`src/rtl/usc_consts.svh`:
```
// Offsets, bit positions and reset values
`ifndef USC_CONSTS_SVH
`define USC_CONSTS_SVH

// ********************************************************
// Register byte offsets
// ********************************************************
`define USC_OFS_CTRL      8'h00
`define USC_OFS_RTO       8'h14
`define USC_OFS_REQ       8'h18
`define USC_OFS_STAT      8'h1C
`define USC_OFS_CLR       8'h20
`define USC_OFS_RXD       8'h24
`define USC_OFS_TXD       8'h28

// ********************************************************
// Control register fields
// ********************************************************
`define USC_CTRL_RX_ON    0
`define USC_CTRL_RTO_ON   1
`define USC_CTRL_FLOW_ON  2
`define USC_CTRL_OVR_OFF  3
`define USC_CTRL_ONE_SMP  4
`define USC_CTRL_PAR_ON   5
`define USC_CTRL_PAR_ODD  6
`define USC_CTRL_WORD9    7
`define USC_CTRL_W        8
`define USC_CTRL_RESET    8'h00

// ********************************************************
// Request register fields
// ********************************************************
`define USC_REQ_RX_FLUSH  3
`define USC_REQ_TX_FLUSH  4

// ********************************************************
// Status flag positions
// ********************************************************
`define USC_ST_PE         0
`define USC_ST_FE         1
`define USC_ST_NOISE      2
`define USC_ST_ORE        3
`define USC_ST_IDLE       4
`define USC_ST_RX_FULL_FLAG       5
`define USC_ST_TC         6
`define USC_ST_TXE        7
`define USC_ST_LBD        8
`define USC_ST_FLOW_INPUT_CHANGE_FLAG      9
`define USC_ST_CTS        10
`define USC_ST_RTO        11
`define USC_ST_EB         12
`define USC_ST_CM         17
`define USC_ST_TX_DONE_GUARD_FLAG      25

// ********************************************************
// Flag-clear positions
// ********************************************************
`define USC_CL_PE         0
`define USC_CL_FE         1
`define USC_CL_NOISE      2
`define USC_CL_ORE        3
`define USC_CL_IDLE       4
`define USC_CL_TC         6
`define USC_CL_TX_DONE_GUARD_FLAG      7
`define USC_CL_LBD        8
`define USC_CL_CTS        9
`define USC_CL_RTO        11
`define USC_CL_EB         12
`define USC_CL_CM         17

// ********************************************************
// Reset values and widths
// ********************************************************
`define USC_TXE_RESET     1'b1
`define USC_TC_RESET      1'b1
`define USC_WORD_W        9
`define USC_RTO_MAX_W     24

`endif

```
`src/rtl/usc_pkg.sv`:
```
// Types shared by the register block
package usc_pkg;

  typedef logic [8:0] usc_word_t;

  typedef enum logic [1:0] {
    USC_BUS_IDLE = 2'b01,
    USC_BUS_ACK  = 2'b10
  } usc_bus_state_t;

endpackage

```
`src/rtl/usc_rx_timeout.sv`:
```
// Receive timeout counter counting bit periods of line silence
`timescale 1ns/1ps
`include "usc_consts.svh"

module usc_rx_timeout #(
  parameter int RTO_W = 24
) (
  // Clock and reset
  input  wire logic             clock_i,
  input  wire logic             rst_n_i,
  // Control
  input  wire logic             enable_i,
  input  wire logic             bit_tick_i,
  input  wire logic             line_activity_i,
  input  wire logic [RTO_W-1:0] timeout_value_i,
  // Event
  output logic                  expired_o
);

  logic [RTO_W-1:0] count_reg;
  logic             armed_reg;
  logic             expired_reg;

  generate
    if (RTO_W < 1 || RTO_W > `USC_RTO_MAX_W) begin : g_bad_width
      $error("usc_rx_timeout: RTO_W out of range");
    end
  endgenerate

  // Disable acts at once; no flag can come from a stale count
  always_ff @(posedge clock_i) begin
    if (!rst_n_i || !enable_i) begin // RULE2
      count_reg   <= '0;
      armed_reg   <= 1'b1;
      expired_reg <= 1'b0;
    end else begin
      expired_reg <= 1'b0;
      if (line_activity_i) begin
        count_reg <= '0;
        armed_reg <= 1'b1;
      end else if (armed_reg) begin
        // Compare with >= so a value lowered below the count fires too
        if (count_reg >= timeout_value_i) begin // RULE1
          expired_reg <= 1'b1;
          armed_reg   <= 1'b0;
        end else if (bit_tick_i) begin // RULE19
          count_reg <= RTO_W'(count_reg + 1'b1);
        end
      end
    end
  end

  assign expired_o = expired_reg;

endmodule

```
`src/rtl/usc_regs.sv`:
```
// Status, flag-clear and data registers with a Wishbone slave
// How it works
// RULE1 - Enabled timeout elapsing without line activity sets timeout flag.
// RULE2 - Receiver off disables the timeout counter immediately.
// RULE3 - Flow status bit reads the inverse of the flow input pin.
// RULE4 - Flow input enabled: any pin level change sets change flag.
// RULE5 - Detected line break sets line-break flag; clear bit removes it.
// RULE6 - Transmit empty sets when data moves on, clears on write; flush sets it.
// RULE7 - Frame done with transmit empty sets complete; clear bit or data write clears.
// RULE8 - Received word sets receive-full; data read or receive flush clears it.
// RULE9 - Idle sets on detection; after clearing, needs a start bit first.
// RULE10 - New word while full or DMA pending sets overrun; clear bit removes.
// RULE11 - Overrun-detect-off suppresses overrun and holds its flag at zero.
// RULE12 - Noise sets noise flag unless single-sample mode is selected.
// RULE13 - Desync, excess noise or break character sets framing error flag.
// RULE14 - Failed parity check sets parity error flag; clear bit removes.
// RULE15 - Clear bits remove char match, block end and guard-done flags.
// RULE16 - Receive data holds nine bits; parity bit returns in top used bit.
// RULE17 - Transmit data takes nine bits; parity replaces top used bit.
// RULE18 - Reduced instances hold timeout, break, idle, match, block, guard flags at reset.
// RULE19 - Timeout value counts in bit periods of the receive line.
// RULE20 - Zero clear bits change nothing; flag-clear register reads zero.
//
// The Wishbone register port was decided locally.
`timescale 1ns/1ps
`include "usc_consts.svh"

module usc_regs
  import usc_pkg::*;
#(
  parameter int ADR_W        = 8,
  parameter int RTO_W        = 24,
  parameter bit FULL_FEATURE = 1'b1
) (
  // Clock and reset
  input  wire logic             clock_i,
  input  wire logic             rst_n_i,
  // Wishbone slave
  input  wire logic             wb_cyc_i,
  input  wire logic             wb_stb_i,
  input  wire logic             wb_we_i,
  input  wire logic [ADR_W-1:0] wb_adr_i,
  input  wire logic [3:0]       wb_sel_i,
  input  wire logic [31:0]      wb_dat_i,
  output logic      [31:0]      wb_dat_o,
  output logic                  wb_ack_o,
  // Receive core events
  input  wire logic             rx_word_valid_i,
  input  wire usc_pkg::usc_word_t rx_word_i,
  input  wire logic             rx_noise_i,
  input  wire logic             rx_frame_err_i,
  input  wire logic             rx_break_char_i,
  input  wire logic             rx_parity_err_i,
  input  wire logic             rx_line_break_i,
  input  wire logic             rx_idle_i,
  input  wire logic             rx_start_i,
  input  wire logic             rx_bit_tick_i,
  input  wire logic             rx_activity_i,
  input  wire logic             rx_dma_pending_i,
  input  wire logic             char_match_i,
  input  wire logic             block_end_i,
  input  wire logic             tx_guard_done_i,
  // Transmit core handshake
  input  wire logic             tx_load_ack_i,
  input  wire logic             tx_frame_done_i,
  output usc_pkg::usc_word_t    tx_word_o,
  output logic                  tx_pending_o,
  // Flow control pin
  input  wire logic             cts_i,
  // Configuration to the serial core
  output logic                  cfg_rx_on_o,
  output logic                  cfg_single_sample_o,
  output logic                  cfg_parity_on_o,
  output logic                  cfg_parity_odd_o,
  output logic                  cfg_word9_o
);

  import usc_pkg::*;

  // ********************************************************
  // Elaboration checks
  // ********************************************************
  generate
    if (ADR_W < 6) begin : g_bad_adr
      $error("usc_regs: ADR_W too small for the map");
    end
    if (RTO_W < 1 || RTO_W > `USC_RTO_MAX_W) begin : g_bad_rto
      $error("usc_regs: RTO_W out of range");
    end
  endgenerate

  // ********************************************************
  // Functions
  // ********************************************************
  function automatic logic [31:0] usc_lane_mask(input logic [3:0] sel);
    usc_lane_mask = {{8{sel[3]}}, {8{sel[2]}}, {8{sel[1]}}, {8{sel[0]}}};
  endfunction

  function automatic logic usc_hit(input logic [ADR_W-1:0] adr, input logic [7:0] ofs);
    usc_hit = ({adr[ADR_W-1:2], 2'b00} == ADR_W'(ofs));
  endfunction

  // Parity covers only the data bits below the top used bit
  function automatic usc_word_t usc_tx_frame(input usc_word_t data, input logic par_on,
                                             input logic par_odd, input logic word9);
    usc_word_t frame;
    frame = word9 ? data : {1'b0, data[7:0]};
    if (par_on) begin
      if (word9) begin
        frame[8] = (^data[7:0]) ^ par_odd;
      end else begin
        frame[7] = (^data[6:0]) ^ par_odd;
      end
    end
    usc_tx_frame = frame;
  endfunction

  // ********************************************************
  // Wishbone slave
  // ********************************************************
  usc_bus_state_t   bus_state_reg;
  logic             ack_reg;
  logic [31:0]      rd_data_reg;
  logic [31:0]      rd_data;
  logic [31:0]      wmask;
  logic [31:0]      wdata;
  logic             access;
  logic             wr;
  logic             rd;

  assign access = wb_cyc_i && wb_stb_i && (bus_state_reg == USC_BUS_IDLE);
  assign wr     = access && wb_we_i;
  assign rd     = access && !wb_we_i;
  assign wmask  = usc_lane_mask(wb_sel_i);
  assign wdata  = wb_dat_i & wmask;

  // Ack one cycle after the request is taken, then a forced gap
  always_ff @(posedge clock_i) begin
    if (!rst_n_i) begin
      bus_state_reg <= USC_BUS_IDLE;
      ack_reg       <= 1'b0;
    end else begin
      case (bus_state_reg)
        USC_BUS_IDLE: begin
          if (access) begin
            bus_state_reg <= USC_BUS_ACK;
            ack_reg       <= 1'b1;
          end
        end
        USC_BUS_ACK: begin
          bus_state_reg <= USC_BUS_IDLE;
          ack_reg       <= 1'b0;
        end
        default: begin
          bus_state_reg <= USC_BUS_IDLE;
          ack_reg       <= 1'b0;
        end
      endcase
    end
  end

  // ********************************************************
  // Control and timeout value registers
  // ********************************************************
  logic [`USC_CTRL_W-1:0] ctrl_reg;
  logic [RTO_W-1:0]       rto_value_reg;

  always_ff @(posedge clock_i) begin
    if (!rst_n_i) begin
      ctrl_reg <= `USC_CTRL_RESET;
    end else if (wr && usc_hit(wb_adr_i, `USC_OFS_CTRL)) begin
      ctrl_reg <= (ctrl_reg & ~wmask[`USC_CTRL_W-1:0]) | wdata[`USC_CTRL_W-1:0];
    end
  end

  always_ff @(posedge clock_i) begin
    if (!rst_n_i || !FULL_FEATURE) begin // RULE18
      rto_value_reg <= '0;
    end else if (wr && usc_hit(wb_adr_i, `USC_OFS_RTO)) begin
      rto_value_reg <= (rto_value_reg & ~wmask[RTO_W-1:0]) | wdata[RTO_W-1:0];
    end
  end

  logic rx_on;
  logic ovr_off;
  logic par_on;
  logic word9;
  assign rx_on   = ctrl_reg[`USC_CTRL_RX_ON];
  assign ovr_off = ctrl_reg[`USC_CTRL_OVR_OFF];
  assign par_on  = ctrl_reg[`USC_CTRL_PAR_ON];
  assign word9   = ctrl_reg[`USC_CTRL_WORD9];

  // ********************************************************
  // Clear and request strobes
  // ********************************************************
  logic [31:0] clr;
  logic        tx_flush;
  logic        rx_flush;
  logic        txd_wr;
  logic        rxd_rd;

  // Only ones clear; zeros and masked lanes leave flags alone
  assign clr      = (wr && usc_hit(wb_adr_i, `USC_OFS_CLR)) ? wdata : 32'h0; // RULE20
  assign tx_flush = wr && usc_hit(wb_adr_i, `USC_OFS_REQ) && wdata[`USC_REQ_TX_FLUSH];
  assign rx_flush = wr && usc_hit(wb_adr_i, `USC_OFS_REQ) && wdata[`USC_REQ_RX_FLUSH];
  assign txd_wr   = wr && usc_hit(wb_adr_i, `USC_OFS_TXD) && (wb_sel_i[1:0] != 2'h0);
  assign rxd_rd   = rd && usc_hit(wb_adr_i, `USC_OFS_RXD);

  // ********************************************************
  // Receive timeout
  // ********************************************************
  logic rto_expired;

  usc_rx_timeout #(
    .RTO_W (RTO_W)
  ) u_rx_timeout (
    .clock_i         (clock_i),
    .rst_n_i         (rst_n_i),
    .enable_i        (rx_on && ctrl_reg[`USC_CTRL_RTO_ON] && FULL_FEATURE), // RULE2
    .bit_tick_i      (rx_bit_tick_i), // RULE19
    .line_activity_i (rx_activity_i),
    .timeout_value_i (rto_value_reg),
    .expired_o       (rto_expired)
  );

  // ********************************************************
  // Receive data and flags
  // ********************************************************
  usc_word_t rx_data_reg;
  logic      rx_full_flag_reg;
  logic      ore_reg;
  logic      noise_reg;
  logic      fe_reg;
  logic      pe_reg;
  logic      idle_reg;
  logic      idle_armed_reg;
  logic      lbd_reg;
  logic      rto_reg;
  logic      ovr_event;

  assign ovr_event = rx_word_valid_i && (rx_full_flag_reg || rx_dma_pending_i) && !ovr_off; // RULE10 RULE11

  // Overrun keeps unread data; detection off overwrites
  always_ff @(posedge clock_i) begin
    if (!rst_n_i || rx_flush) begin
      rx_data_reg <= '0;
    end else if (rx_word_valid_i && (!rx_full_flag_reg || ovr_off)) begin
      rx_data_reg <= word9 ? rx_word_i : {1'b0, rx_word_i[7:0]}; // RULE16
    end
  end

  always_ff @(posedge clock_i) begin
    if (!rst_n_i) begin
      rx_full_flag_reg <= 1'b0;
    end else begin
      rx_full_flag_reg <= rx_word_valid_i || (rx_full_flag_reg && !rxd_rd && !rx_flush); // RULE8
    end
  end

  always_ff @(posedge clock_i) begin
    if (!rst_n_i || ovr_off) begin // RULE11
      ore_reg <= 1'b0;
    end else begin
      ore_reg <= ovr_event || (ore_reg && !clr[`USC_CL_ORE]); // RULE10
    end
  end

  always_ff @(posedge clock_i) begin
    if (!rst_n_i) begin
      noise_reg <= 1'b0;
      fe_reg    <= 1'b0;
      pe_reg    <= 1'b0;
    end else begin
      noise_reg <= (rx_noise_i && !ctrl_reg[`USC_CTRL_ONE_SMP]) || (noise_reg && !clr[`USC_CL_NOISE]); // RULE12
      fe_reg    <= rx_frame_err_i || rx_break_char_i || (fe_reg && !clr[`USC_CL_FE]); // RULE13
      pe_reg    <= rx_parity_err_i || (pe_reg && !clr[`USC_CL_PE]); // RULE14
    end
  end

  // Re-arms only on a start bit: one flag per idle period
  always_ff @(posedge clock_i) begin
    if (!rst_n_i || !FULL_FEATURE) begin // RULE18
      idle_reg       <= 1'b0;
      idle_armed_reg <= 1'b1;
    end else begin
      idle_reg <= (rx_idle_i && idle_armed_reg) || (idle_reg && !clr[`USC_CL_IDLE]); // RULE9
      if (rx_start_i) begin
        idle_armed_reg <= 1'b1;
      end else if (clr[`USC_CL_IDLE] || (rx_idle_i && idle_armed_reg)) begin
        idle_armed_reg <= 1'b0; // RULE9
      end
    end
  end

  always_ff @(posedge clock_i) begin
    if (!rst_n_i || !FULL_FEATURE) begin // RULE18
      lbd_reg <= 1'b0;
      rto_reg <= 1'b0;
    end else begin
      lbd_reg <= rx_line_break_i || (lbd_reg && !clr[`USC_CL_LBD]); // RULE5
      rto_reg <= rto_expired || (rto_reg && !clr[`USC_CL_RTO]); // RULE1
    end
  end

  // ********************************************************
  // Match, block end and guard flags
  // ********************************************************
  logic cm_reg;
  logic eb_reg;
  logic tx_done_guard_flag_reg;

  always_ff @(posedge clock_i) begin
    if (!rst_n_i || !FULL_FEATURE) begin // RULE18
      cm_reg    <= 1'b0;
      eb_reg    <= 1'b0;
      tx_done_guard_flag_reg <= 1'b0;
    end else begin
      cm_reg    <= char_match_i || (cm_reg && !clr[`USC_CL_CM]); // RULE15
      eb_reg    <= block_end_i || (eb_reg && !clr[`USC_CL_EB]); // RULE15
      tx_done_guard_flag_reg <= tx_guard_done_i || (tx_done_guard_flag_reg && !clr[`USC_CL_TX_DONE_GUARD_FLAG] && !txd_wr); // RULE15
    end
  end

  // ********************************************************
  // Flow control input
  // ********************************************************
  logic cts_level_reg;
  logic flow_input_change_flag_reg;

  always_ff @(posedge clock_i) begin
    if (!rst_n_i) begin
      cts_level_reg <= 1'b1;
      flow_input_change_flag_reg     <= 1'b0;
    end else begin
      cts_level_reg <= cts_i;
      flow_input_change_flag_reg     <= (ctrl_reg[`USC_CTRL_FLOW_ON] && (cts_i != cts_level_reg)) // RULE4
                       || (flow_input_change_flag_reg && !clr[`USC_CL_CTS]);
    end
  end

  // ********************************************************
  // Transmit data and flags
  // ********************************************************
  usc_word_t tx_data_reg;
  usc_word_t tx_word_reg;
  logic      txe_reg;
  logic      pend_reg;
  logic      tc_reg;

  always_ff @(posedge clock_i) begin
    if (!rst_n_i) begin
      tx_data_reg <= '0;
    end else if (txd_wr) begin
      tx_data_reg <= (tx_data_reg & ~wmask[8:0]) | wdata[8:0];
    end
  end

  // Set wins over a write in the same cycle
  always_ff @(posedge clock_i) begin
    if (!rst_n_i) begin
      txe_reg  <= `USC_TXE_RESET;
      pend_reg <= !`USC_TXE_RESET;
      tc_reg   <= `USC_TC_RESET;
    end else begin
      txe_reg  <= tx_load_ack_i || tx_flush || (txe_reg && !txd_wr); // RULE6
      pend_reg <= !(tx_load_ack_i || tx_flush || (txe_reg && !txd_wr)); // RULE6
      tc_reg  <= (tx_frame_done_i && txe_reg) || (tc_reg && !clr[`USC_CL_TC] && !txd_wr); // RULE7
    end
  end

  always_ff @(posedge clock_i) begin
    if (!rst_n_i) begin
      tx_word_reg <= '0;
    end else begin
      tx_word_reg <= usc_tx_frame(tx_data_reg, par_on, ctrl_reg[`USC_CTRL_PAR_ODD], word9); // RULE17
    end
  end

  // ********************************************************
  // Read data
  // ********************************************************
  logic [31:0] status;

  always_comb begin
    status                = 32'h0;
    status[`USC_ST_PE]    = pe_reg;
    status[`USC_ST_FE]    = fe_reg;
    status[`USC_ST_NOISE] = noise_reg;
    status[`USC_ST_ORE]   = ore_reg;
    status[`USC_ST_IDLE]  = idle_reg;
    status[`USC_ST_RX_FULL_FLAG]  = rx_full_flag_reg;
    status[`USC_ST_TC]    = tc_reg;
    status[`USC_ST_TXE]   = txe_reg;
    status[`USC_ST_LBD]   = lbd_reg;
    status[`USC_ST_FLOW_INPUT_CHANGE_FLAG] = flow_input_change_flag_reg;
    status[`USC_ST_CTS]   = !cts_level_reg; // RULE3
    status[`USC_ST_RTO]   = rto_reg;
    status[`USC_ST_EB]    = eb_reg;
    status[`USC_ST_CM]    = cm_reg;
    status[`USC_ST_TX_DONE_GUARD_FLAG] = tx_done_guard_flag_reg;
  end

  // Write-only and unmapped words read as zero
  always_comb begin
    rd_data = 32'h0;
    if (usc_hit(wb_adr_i, `USC_OFS_CTRL)) begin
      rd_data = {{(32-`USC_CTRL_W){1'b0}}, ctrl_reg};
    end else if (usc_hit(wb_adr_i, `USC_OFS_RTO)) begin
      rd_data = 32'(rto_value_reg);
    end else if (usc_hit(wb_adr_i, `USC_OFS_STAT)) begin
      rd_data = status;
    end else if (usc_hit(wb_adr_i, `USC_OFS_RXD)) begin
      rd_data = {23'h0, rx_data_reg}; // RULE16
    end else if (usc_hit(wb_adr_i, `USC_OFS_TXD)) begin
      rd_data = {23'h0, tx_data_reg};
    end
  end

  always_ff @(posedge clock_i) begin
    if (!rst_n_i) begin
      rd_data_reg <= 32'h0;
    end else if (rd) begin
      rd_data_reg <= rd_data; // RULE20
    end
  end

  // ********************************************************
  // Configuration outputs
  // ********************************************************
  logic [4:0] cfg_reg;

  always_ff @(posedge clock_i) begin
    if (!rst_n_i) begin
      cfg_reg <= 5'h00;
    end else begin
      cfg_reg <= {word9, ctrl_reg[`USC_CTRL_PAR_ODD], par_on, ctrl_reg[`USC_CTRL_ONE_SMP], rx_on};
    end
  end

  assign wb_ack_o            = ack_reg;
  assign wb_dat_o            = rd_data_reg;
  assign tx_word_o           = tx_word_reg;
  assign tx_pending_o        = pend_reg;
  assign cfg_rx_on_o         = cfg_reg[0];
  assign cfg_single_sample_o = cfg_reg[1];
  assign cfg_parity_on_o     = cfg_reg[2];
  assign cfg_parity_odd_o    = cfg_reg[3];
  assign cfg_word9_o         = cfg_reg[4];

endmodule

```
`config.mk`:
```
export PLATFORM = sky130hd
export DESIGN_NAME = usc_regs
export DESIGN_NICKNAME = d
export VERILOG_FILES = /design/src/rtl/usc_pkg.sv /design/src/rtl/usc_rx_timeout.sv /design/src/rtl/usc_regs.sv
export VERILOG_INCLUDE_DIRS = /design/src /design/src/rtl
export SDC_FILE = /design/constraint.sdc
export NUM_CORES = 1
export LEC_CHECK = 0
export BUFFER_PORTS_ARGS = -buffer_cell sky130_fd_sc_hd__buf_2
export CAP_MARGIN = 30
export CORE_MARGIN = 4
export CORE_UTILIZATION = 45
export CTS_BUF_LIST = sky130_fd_sc_hd__clkbuf_8
export CTS_CLUSTER_DIAMETER = 120
export DETAILED_ROUTE_END_ITERATION = 6
export PLACE_DENSITY_LB_ADDON = 0.12
export SYNTH_ARGS = -nofsm -noshare
export SYNTH_HDL_FRONTEND = slang
export SYNTH_HIERARCHICAL = 1
export SYNTH_SLANG_ARGS = --single-unit
```
`constraint.sdc`:
```
create_clock -name clock_i -period 2.3 [get_ports clock_i]
set_clock_uncertainty 0.2 [all_clocks]
set_input_delay 0.46 -clock clock_i [delete_from_list [all_inputs] [get_ports clock_i]]
set_output_delay 0.46 -clock clock_i [all_outputs]
set_load 0.03 [all_outputs]
```
After elaboration in Yosys (flattened, before gate mapping)
Index checks and enable logic that the tools add are counted.
- logic and storage cells: 160
- register bits: 142
- output and inout bits: 48
- reductions and logical operators: 92
- mux-type cells: 14
- bitwise logic cells: 15
- $add $sub $neg: 1
- order comparisons: 1
- equality and inequality tests: 8
- operator list (operator ; count):
    $mux 26 ; 3
    $and 24x24->24 ; 2
    $logic_and 1x1->1 ; 38
    $mux 9 ; 4
    $add 24x1->24 const B ; 1
    $ge 24x24->1 ; 1
    $not 24->24 ; 1
    $or 24x24->24 ; 1
    $logic_not 1->1 ; 23
    $logic_or 1x1->1 ; 22
    $eq 6x3->1 const B ; 3
    $eq 6x4->1 const B ; 3
    $mux 18 ; 1
    $and 9x9->9 ; 1
    $not 9->9 ; 1
    $or 9x9->9 ; 1
    $and 8x8->8 ; 1
    $not 8->8 ; 1
    $or 8x8->8 ; 1
    $reduce_xor 8->1 ; 1
    $reduce_xor 7->1 ; 1
    $logic_not 6->1 ; 1
    $mux 1 ; 5
    $reduce_or 2->1 ; 2
    9 further kinds ; 12

Logic depth before layout (Yosys ltp)
Gate-level depths: netlist of run 1.
- depth in word-level cells: 9
- gate-level depth with buffers: 10
- mapped depth without buffers: 9

Hierarchy
The synthesis of run 1 kept the hierarchy.
- modules (own cells, without submodules) (module ; times used ; cells an instance ; area an instance (um^2)):
    usc_regs ; 1 ; 472 ; 4578.1
    usc_rx_timeout ; 1 ; 221 ; 1808.0

Worst setup path after synthesis of run 1
Ideal clock, no wire load.
- path type: register -> register
- start point: reg with a tool-made name
- end point: reg u_rx_timeout.count_reg[23]
- cell stages (with the launch flop): 11
- setup slack: -176 ps
- arrival: 2161 ps
- path buffers: 1
- period minus slack after synthesis: 2476 ps
- library setup time: 115 ps
- required time: 1985 ps
- cells stage by stage: dfxtp_1 > inv_1 > ha_1 > nand4_1 > nor3_1 > a211oi_1 > and3_1 > clkbuf_1 > nand4_1 > o21a_1 > o21a_1
- RTL lines (element ; RTL line ; text):
    end signal: assignment ; usc_rx_timeout.sv:47 ; count_reg <= RTO_W'(count_reg + 1'b1);
    end: declaration ; usc_rx_timeout.sv:20 ; logic [RTO_W-1:0] count_reg;

Worst setup path after layout of run 1
- start point: reg u_rx_timeout.count_reg[0]
- end point: reg u_rx_timeout.count_reg[16]
- word-level cells in the longest chain between the ends: 3
- elaborated cells between the ends (all ways): 4
- classes of those cells: 1 x add/sub; 1 x order compare; 1 x bitwise; 1 x reduce/logical
- RTL lines (element ; RTL line ; text):
    $ge 24x24->1 ; usc_rx_timeout.sv:43 ; if (count_reg >= timeout_value_i) begin
    $not 1->1 (no line) ; n/a ;
    $reduce_and 3->1 (no line) ; n/a ;
Parallel ways exist; a longest one is shown, timed or not.
A chain may end at the register's enable or synchronous reset.

==> out/qor.yml, run 1 <==
status:
  status: "finished with violations"
  violations: "setup timing"
cts:
  numCtsBuffers: 17
  cts_tree: "yes"
  clockBufferDepth: 2
  path_clk_slew_ns: 0.07
  cts-htree-levels: 4
  cts_root_buf: "clkbuf_8"
  clock_latency_ns: 0.44
  clock-sinks: 134
grt:
  grt_pass1_vias: 5534
  antenna_found_initial: 1
  grt_max_degree: 44
  gr-total-overflow: 0
  grt_first_pass_wirelength_mm: 27.9
  grt.total_usage_pct: 21.5
setup_path:
  endpoint: "u_rx_timeout/count_reg[16]"
  cp.depth: 9
  cp_max_fo: 5
  cp-start-kind: "flop"
  cp_slowest_cell: "or4_1"
  setup.worst_path.start: "u_rx_timeout/count_reg[0]"
  critPathArrivalTime_ns: 2.65
  crit_family: "compound AO/OA/AOI/OAI gates"
  rr_endpoint: "u_rx_timeout/count_reg[16]"
  cp_slowest_stage_delay_ns: 0.53
  cp.required_ns: 2.48
  r2r_start: "u_rx_timeout/count_reg[0]"
  critPathKind: "flop to flop"
  worstSetupEndpointType: "flop"
  path_buf_inv: 1
  r2r.worst_path.cells: 9
  path_cells: "inv_2 > ha_4 > nand2b_4 > a2111oi_4 > o31ai_2 > a2bb2oi_4 > nand3_4 > or4_1 > a21oi_2"
  regToRegSetupSlack_ns: -0.17
yosys:
  syn-cell-area_sq_mm: 0.00639
  synth_top_area_share_pct: 42.0
  ys_warn_count: 6
  postSynthCellCount: 693
  ys_seq_elements: 134
  yosysSeqAreaShare_pct: 42.0
  netlist_top_cells_area: "dfxtp_1 42%, mux2i_1 5.6%, nor2b_1 5.2%"
  synth_top_area_cell: "dfxtp_1"
  synth-async-reset-ratio_pct: 0
  avgSynthCellArea_sq_um: 9.22
  synth_cell_types: 64
  synth_ff_type: "dfxtp_1"
  synth_edf_count: 0
sta:
  fin_crit_ns: 2.47
  final_hold_viol_count: 0
  fmaxAchievable_mhz: 405
  period_share_pct: 107
  postLayoutSetupSlackWorst_ns: -0.167
  drv_slew: 0
  rsz0062_at_grt: "true"
  fin_tns_setup_ns: -1.73
  setup_viol: 16
layout:
  areaGrowthSynthToFinish_pct: 28.8
  multiInputGateArea_sq_mm: 0.00356
  fill_cells: 1266
  final_util_pct: 59.3
  seqCellArea_sq_mm: 0.00270
  layout_common_cells: "123 x dfxtp_1, 104 x buf_2, 88 x buf_4"
  final_common_cell: "dfxtp_1"
  layout-drive-gt1-share_pct: 30.6
  finalNetCount: 971
die:
  initial_core_util_pct: 46.0
  die_h_um: 127
  num_io_pins: 123
  fp.dieArea_sq_mm: 0.0162
  coreArea_sq_mm: 0.0139
  rows: 43
  die_w_um: 127
route:
  vias: 5638
  routed_via_density: 5.30
  drtIter0Drc: 362
  wl_per_cell_um: 15.9
  routed_wl_mm: 16.9
  firstDrtPassIters: 5
  antenna_left: 0
  drc: 0
placement:
  place_congestion: 0.906
  place_hpwl_mm: 12.8
  io_buffers: 104
power:
  max-vdd-ir-drop_mv: 0.347
  power_density_mw_per_mm2: 560
  p_leak_nw: 3.37
  fin_total_pwr_mw: 4.61
hold_path:
  min_path_type: "primary input to flop"
  worst_hold_startpoint: "rx_line_break_i"
run:
  maxCapViolations: 0
-- worst min path at each step --
| stage | end | slack, ns | cells after the start |
|---|---|---|---|
| floorplan | rto_reg | 0.22 | 1 |
| global placement | rto_reg | 0.23 | 1 |
| detailed placement | ore_reg | 0.25 | 2 |
| CTS | lbd_reg | 0.001 | 2 |
| global route | lbd_reg | 0.01 | 2 |
| finish | lbd_reg | 0.02 | 2 |
-- synth_stat cells (4+ instances only) --
cell type and instances:
mux2i_1 36, nand4_1 14, nor2b_1 53, inv_1 31, a211oi_1 9, ha_1 25
clkbuf_1 26, nor3_1 5, buf_2 4, and3_1 5, xnor2_1 8, o21a_1 10
a222oi_1 5, and2_1 17, a22oi_1 19, a21oi_1 29, xor2_1 9, a21boi_1 14
nand3_1 16, nor2_1 34, dfxtp_1 134, o21ai_1 13, o22ai_1 8, buf_4 8
nand2_1 59, or3_1 10, a21boi_0 5, o31ai_1 4, a32o_1 8, or4_1 4
o21ai_0 23, nand2b_1 5
-- cell families (layout without fill, tap and decap cells) --
family / Yosys count / count (layout) / synth area share, %
AOI/OAI and AO/OA: 159 / 159 / 17.1
buffers and inverters: 73 / 257 / 5.19
muxes: 36 / 36 / 5.64
other: 1 / 8 / 0.0587
and+or+nand+nor: 248 / 248 / 22.7
xor gates and xnor gates: 17 / 17 / 2.33
DFF: 134 / 134 / 42.0
adders and majority gates: 25 / 25 / 4.90
-- area by class of cell --
type | instances | share of cell area (%)
well taps | 180 | 2.74
clock buffers | 21 | 3.51
clock inverters | 10 | 1.28
multi-input cells | 492 | 43.3
diodes | 1 | 0.0304
flip-flops and latches | 134 | 32.8
inverters | 31 | 1.41
repair buffers | 195 | 15.0
-- where the power goes --
part	switching [mW]	internal (mW)	total (mW)
Clock	0.890	1.06	1.95
Combinational	0.165	0.124	0.289
Sequential	0.0199	2.35	2.37
-- through the flow --
stage / setup WS [ns] / hold slack (ns) / std cells / cell area [sq um]
2_1_floorplan: -0.00639 / 0.218 / 699 / 6510
4_1_cts: -0.198 / 0.00101 / 1061 / 8180
6_report: -0.167 / 0.0227 / 1064 / 8230
3_5_place_dp: -0.254 / 0.250 / 1027 / 7700
5_1_grt: -0.305 / 0.0120 / 1064 / 8230
3_3_place_gp: -0.173 / 0.234 / 1027 / 7700
-- routing by layer --
metal / share of wire [%] / up-vias / track usage, %
met5: 0 / - / 0
met4: 1.8 / 0 / 6.69
met3: 5.3 / 24 / 5.10
met2: 44 / 156 / 32.7
met1: 49 / 2656 / 30.3
li1: - / 2802 / -
-- timing repair --
item / 4_1_cts / 5_1_grt
pin swaps: 5 / 5
gates resized for setup: 11 / 6
endpoints found under the setup margin: 25 / 25
hold buffers: 1 / 0
hold endpoints to repair: 1 / 0
buffers inserted: 2 / 2
Power figures use the tool's default switching activity.
==> run 2: changes to the inputs <==
- PLACE_DENSITY: not set -> 0.67
- PLACE_DENSITY_LB_ADDON: 0.12 -> not set
==> run 2 against run 1 <==
Against the previous run:
- the run still ends with setup timing left
- global-route usage increased by 0.15 points
- count of clock-buffer cells in the layout increased by 2
- non-clock buffer count increased by 6
- combinational power increased by 3%
- die area unchanged
- largest power group unchanged
- highest routed layer unchanged
==> out/qor.yml, run 2 (synthesis gave the netlist of run 1 again) <==
grt:
  met1_usage_pct: 28.4  # was 30.3%
  grt_util_met3_pct: 5.69  # was 5.10%
  grt_max_degree: 48  # was 44
  antenna_found_initial: 0  # was 1
  grt.total_usage_pct: 21.6  # was 21.5%
  grt_pass1_vias: 5802  # was 5534
  use_met2_pct: 34.7  # was 32.7%
  busiest_layer: "met2"  # unchanged
  gr-total-overflow: 0  # unchanged
  grt_first_pass_wirelength_mm: 28.3  # was 27.9 mm
power:
  pwr-share-comb_pct: 6.0  # was 6.3%
  p_leak_nw: 3.49  # was 3.37 nW
  intPower_mw: 3.94  # was 3.53 mW
  pwr-share-seq_pct: 47.2  # was 51.5%
  power_frac_clock_pct: 46.9  # was 42.3%
  power_density_mw_per_mm2: 585  # was 560 mW/mm^2
  max-vdd-ir-drop_mv: 0.442  # was 0.347 mV
  net-switching-power_mw: 1.08  # about the same
  switching_share_pct: 21.6  # was 23.3%
route:
  vias: 5842  # was 5638
  wl_per_cell_um: 16.2  # was 15.9 um
  firstDrtPassIters: 6  # was 5
  drtIter0Drc: 345  # was 362
  drc: 0  # unchanged
  routed_via_density: 5.45  # was 5.30
  routed_wl_mm: 17.3  # was 16.9 mm
  antenna_left: 0  # unchanged
hold_path:
  min_path_type: "primary input to flop"  # unchanged
placement:
  place_congestion: 0.842  # was 0.906
  place_inst: 1026  # was 1027
  io_buffers: 104  # unchanged
  place_hpwl_mm: 12.7  # was 12.8 mm
  placed_area_sq_mm: 0.00774  # was 0.00770 sq mm
die:
  coreArea_sq_mm: 0.0139  # unchanged
  die_w_um: 127  # unchanged
  num_io_pins: 123  # unchanged
  fp.dieArea_sq_mm: 0.0162  # unchanged
  initial_core_util_pct: 46.0  # unchanged
  rows: 43  # unchanged
  die_h_um: 127  # unchanged
sta:
  drv_slew: 0  # unchanged
  postLayoutSetupSlackWorst_ns: -0.267  # was -0.167 ns
  setup_viol: 23  # was 16
  final_hold_viol_count: 0  # unchanged
  rsz0062_at_grt: "true"  # unchanged
  period_share_pct: 112  # was 107%
  fin_crit_ns: 2.57  # was 2.47 ns
  fmaxAchievable_mhz: 390  # was 405 MHz
layout:
  finalNetCount: 978  # was 971
  fill_cells: 1173  # was 1266
  design_area_sq_mm: 0.00859  # was 0.00823 sq mm
  final_common_cell: "dfxtp_1"  # unchanged
  areaGrowthSynthToFinish_pct: 34.5  # was 28.8%
  n_antenna_cell: 0  # was 1
  fin_cells: 1071  # was 1064
  layout_common_cells: "117 x dfxtp_1, 104 x buf_2, 83 x buf_4"  # was 123 x dfxtp_1, 104 x buf_2, 88 x buf_4
  layout-drive-gt1-share_pct: 34.3  # was 30.6%
cts:
  cts-htree-levels: 4  # unchanged
  path_clk_slew_ns: 0.07  # about the same
  clock-sinks: 134  # unchanged
  clock_latency_ns: 0.45  # was 0.44 ns
  cts_root_buf: "clkbuf_8"  # unchanged
  cts_tree: "yes"  # unchanged
  numCtsBuffers: 17  # unchanged
  clockBufferDepth: 2  # unchanged
run:
  maxCapViolations: 0  # unchanged
status:
  status: "finished with violations"  # unchanged
  violations: "setup timing"  # unchanged
setup_path:
  cp-start-kind: "flop"  # unchanged
  cp_max_fo: 6  # was 5
  worstSetupEndpointType: "flop"  # unchanged
  critPathKind: "flop to flop"  # unchanged
  critPathArrivalTime_ns: 2.75  # was 2.65 ns
  regToRegSetupSlack_ns: -0.27  # was -0.17 ns
  cp.required_ns: 2.48  # about the same
[run 2: stage by stage]
step           util [%]  total power [mW]  setup TNS, ns  worst slack [ns]  hold WS (ns)
5_1_grt            61.9              5.20          -5.63            -0.318        0.0134
4_1_cts            61.0              5.06          -1.80            -0.192        0.0102
2_1_floorplan         -              2.59       -0.00854          -0.00639         0.218
6_report           61.9              5.03          -3.88            -0.267        0.0256
3_5_place_dp       55.8              2.71          -6.44            -0.253         0.242
3_3_place_gp       55.8              2.70          -3.79            -0.195         0.230
[run 2: worst max-delay path: stages (launching register included)]
cell,delay (ns)
dfxtp_1,0.36
inv_1,0.06
ha_1,0.29
nand4_1,0.14
nor3_2,0.09
a211oi_2,0.27
and3_4,0.29
nand3_4,0.13
buf_4,0.18
or3_1,0.35
a21oi_2,0.12
[run 2: cell type report]
cell class	count	area, sq um	area share, %
Tap cell	180	225	2.62
Timing Repair Buffer	201	1350	15.7
Sequential cell	134	2700	31.5
Clock inverter	9	170	1.98
Inverter	31	116	1.36
Clock buffer	23	317	3.69
Multi-Input combinational cell	493	3700	43.1
[run 2: per-layer routing]
metal | up-vias | share of wire [%]
li1 | 2818 | -
met1 | 2804 | 45
met2 | 181 | 47
met3 | 39 | 6.2
met4 | 0 | 2.3
met5 | - | 0
[run 2: power by group through the flow]
| stage | Combinational, mW | Clock (mW) | Sequential [mW] |
|---|---|---|---|
| 2_1_floorplan | 0.156 | 0 | 2.43 |
| 3_3_place_gp | 0.282 | 0 | 2.42 |
| 3_5_place_dp | 0.289 | 0 | 2.42 |
| 4_1_cts | 0.298 | 2.39 | 2.37 |
| 5_1_grt | 0.326 | 2.50 | 2.37 |
| 6_report | 0.299 | 2.36 | 2.37 |
[run 2: timing repair]
item	in CTS	in global routing
setup buffers	6	4
hold buffers	2	0
resized for setup	27	26
pin swaps	19	15
endpoints found under the hold margin	2	0
setup endpoints to repair	26	25
gates cloned	1	0
[run 2: worst paths after layout]
path,from,end,cells after the start
worst max register to register,flop,u_rx_timeout/count_reg[10],10
worst min-delay path,rx_line_break_i,lbd_reg,2
worst min register to register,ore_reg,ore_reg,2
worst max-delay path,flop,u_rx_timeout/count_reg[10],10
==> run 3: changes to the inputs <==
- ABC_AREA: not set -> 1
- PLACE_DENSITY: 0.67 -> 0.66
==> run 3 against run 2 <==
Against the previous run:
- the run now ends clean
- via count rose by 18%
- power fell by 10%
- sequential power barely moved
- hold slack improved by 0.0058 ns
- wire length rose by 14%
- critical path depth rose by 3
- combinational power rose by 9.0%
- synthesized area rose by 9.3%
- first-iteration DRC count rose by 64%
- fmax rose by 17%
- critical endpoint is now u_rx_timeout/count_reg[2]
==> out/qor.yml, run 3 <==
yosys:
  ys_warn_count: 6  # unchanged
  synth_edf_count: 0  # unchanged
  syn-cell-area_sq_mm: 0.00698  # was 0.00639 sq mm
  netlist_top_cells_area: "dfxtp_1 38%, nand2_1 15%, nor2_1 7.7%"  # was dfxtp_1 42%, mux2i_1 5.6%, nor2b_1 5.2%
  synth-async-reset-ratio_pct: 0  # unchanged
  synth_xor_area_share_pct: 2.01  # was 2.33%
  yosys.area_share.simple_pct: 32.9  # was 22.7%
  muxShareOfSynthArea_pct: 0  # was 5.64%
  yosysSeqAreaShare_pct: 38.4  # was 42.0%
  synth_fa_ha_area_share_pct: 4.48  # was 4.90%
  synth_compound_area_share_pct: 11.5  # was 17.1%
  synth_top_family_by_area: "simple AND/OR/NAND/NOR gates"  # unchanged
  yosysMostFrequentCell: "nand2_1"  # was dfxtp_1
  postSynthCellCount: 1029  # was 693
  avgSynthCellArea_sq_um: 6.78  # was 9.22 sq um
  synth_cell_types: 41  # was 64
  synth_ff_type: "dfxtp_1"  # unchanged
  synth_top_area_share_pct: 38.4  # was 42.0%
  synth_top_area_cell: "dfxtp_1"  # unchanged
  ys_seq_elements: 134  # unchanged
  synth_common_cells: "275 x nand2_1, 144 x nor2_1, 134 x dfxtp_1"  # was 134 x dfxtp_1, 59 x nand2_1, 53 x nor2b_1
setup_path:
  crit_family: "simple AND/OR/NAND/NOR gates"  # unchanged
  cp_max_fo: 6  # unchanged
  critPathKind: "flop to flop"  # unchanged
  path_cells: "inv_1 > ha_1 > nand2_1 > inv_1 > nand2_1 > nand2_2 > nand2_2 > nand3_2 > nor2_4 > nand3_4 > clkbuf_16 > a21oi_1 > nor2_1"  # was inv_1 > ha_1 > nand4_1 > nor3_2 > a211oi_2 > and3_4 > nand3_4 > buf_4 > or3_1 > a21oi_2
  cp_slowest_stage_delay_ns: 0.34  # was 0.36 ns
  worstSetupEndpointType: "flop"  # unchanged
  cp-start-kind: "flop"  # unchanged
  cp.required_ns: 2.44  # was 2.48 ns
  critPathArrivalTime_ns: 2.33  # was 2.75 ns
  path_buf_inv: 3  # was 2
  cp_slowest_cell: "dfxtp_2"  # was dfxtp_1
grt:
  antenna_found_initial: 0  # unchanged
  grt_max_degree: 39  # was 48
  gr-total-overflow: 0  # unchanged
  grt_first_pass_wirelength_mm: 31.1  # was 28.3 mm
  grt.total_usage_pct: 21.9  # was 21.6%
  grt_pass1_vias: 6210  # was 5802
placement:
  dpl_worst_slack_ns: 0.0928  # was -0.253 ns
  place_congestion: 0.934  # was 0.842
  place_hpwl_mm: 14.5  # was 12.7 mm
  placed_area_sq_mm: 0.00782  # was 0.00774 sq mm
  io_buffers: 104  # unchanged
  place_inst: 1322  # was 1026
cts:
  path_clk_slew_ns: 0.07  # about the same
  cts_root_buf: "clkbuf_8"  # unchanged
  numCtsBuffers: 17  # unchanged
  clock-sinks: 134  # unchanged
  clock_latency_ns: 0.45  # about the same
  clockBufferDepth: 2  # unchanged
  cts_tree: "yes"  # unchanged
  cts-htree-levels: 4  # unchanged
die:
  rows: 45  # was 43
  fp.dieArea_sq_mm: 0.0176  # was 0.0162 sq mm
  die_h_um: 133  # was 127 um
  num_io_pins: 123  # unchanged
  initial_core_util_pct: 45.9  # was 46.0%
  coreArea_sq_mm: 0.0152  # was 0.0139 sq mm
  die_w_um: 133  # was 127 um
layout:
  layout_common_cells: "269 x nand2_1, 141 x nor2_1, 126 x inv_1"  # was 117 x dfxtp_1, 104 x buf_2, 83 x buf_4
  fin_cells: 1362  # was 1071
  areaGrowthSynthToFinish_pct: 21.7  # was 34.5%
  design_area_sq_mm: 0.00849  # was 0.00859 sq mm
  final_util_pct: 55.9  # was 61.9%
  n_antenna_cell: 0  # unchanged
  final_common_cell: "nand2_1"  # was dfxtp_1
  finalNetCount: 1263  # was 978
  layout-drive-gt1-share_pct: 23.0  # was 34.3%
power:
  p_leak_nw: 3.89  # was 3.49 nW
  max-vdd-ir-drop_mv: 0.337  # was 0.442 mV
  fin_total_pwr_mw: 4.50  # was 5.03 mW
  power_density_mw_per_mm2: 530  # was 585 mW/mm^2
sta:
  worst_slew_pin_slew_ns: 0.543
  period_share_pct: 95.0  # was 112%
  fin_tns_setup_ns: 0  # was -3.88 ns
  setup_viol: 0  # was 23
  timing.hold.ws_ns: 0.0313  # was 0.0256 ns
  max_slew_margin_pct: 63.6
  final_hold_viol_count: 0  # unchanged
  fmaxAchievable_mhz: 458  # was 390 MHz
  fin_crit_ns: 2.19  # was 2.57 ns
  drv_slew: 0  # unchanged
  postLayoutSetupSlackWorst_ns: 0.115  # was -0.267 ns
route:
  firstDrtPassIters: 5  # was 6
  drc: 0  # unchanged
  drtIter0Drc: 567  # was 345
  vias: 6884  # was 5842
  antenna_left: 0  # unchanged
  wl_per_cell_um: 14.5  # was 16.2 um
  routed_wl_mm: 19.8  # was 17.3 mm
  routed_via_density: 5.05  # was 5.45
status:
  status: "completed"  # was finished with violations
run:
  maxCapViolations: 0  # unchanged
hold_path:
  min_path_type: "primary input to flop"  # unchanged
==> run 3: metal layers <==
layer	vias to the layer above	share of wire, %	GRT usage (%)
met5	-	0	0
met4	0	1.7	6.52
met3	27	7.3	5.44
met2	249	42	31.2
met1	3090	49	32.6
li1	3518	-	-
==> run 3: logic make-up (layout without fill, tap and decap cells) <==
logic type | Yosys count | in the layout
compound gates | 147 | 147
xor+xnor | 16 | 16
fa+ha+maj | 25 | 25
buf+inv | 178 | 317
flops | 134 | 134
other cells | 1 | 7
simple gates | 528 | 528
==> run 3: cell type report <==
cell class / count / area [sq um]
Clock buffer: 21 / 289
Clock inverter: 9 / 63.8
Fill cell: 1506 / 6710
Inverter: 139 / 522
Multi-Input combinational cell: 723 / 3730
Sequential cell: 134 / 2710
Tap cell: 188 / 235
Timing Repair Buffer: 148 / 938
==> run 3: path summary, 6_finish.rpt <==
check                           slack, ns             from                         to  depth (start not counted)
worst max-delay path                 0.11             flop  u_rx_timeout/count_reg[2]                         13
worst min-delay path                 0.03  tx_frame_done_i                     tc_reg                          3
worst max register to register       0.11             flop  u_rx_timeout/count_reg[2]                         13
worst min register to register       0.26     wb_dat_o[18]               wb_dat_o[18]                          2
==> run 3: timing repair <==
| item | 4_1_cts | 5_1_grt |
|---|---|---|
| setup endpoints to repair | 0 | 24 |
| resized for setup | 0 | 50 |
| hold endpoints to repair | 1 | 0 |
| hold buffers | 1 | 0 |
| buffers inserted | 0 | 4 |
==> run 3: tightest hold or removal path, delay by kind of cell <==
| family | cells | cell delay [ns] |
|---|---|---|
| buffers and inverters | 1 | 0.08 |
| AND/OR/NAND/NOR | 1 | 0.05 |
| AO/OA/AOI/OAI | 1 | 0.05 |
==> run 3: power breakdown <==
group / switching, mW / internal [mW]
sequential: 0.0194 / 2.35
clock: 0.875 / 0.932
combinational: 0.213 / 0.113
total: 1.11 / 3.40
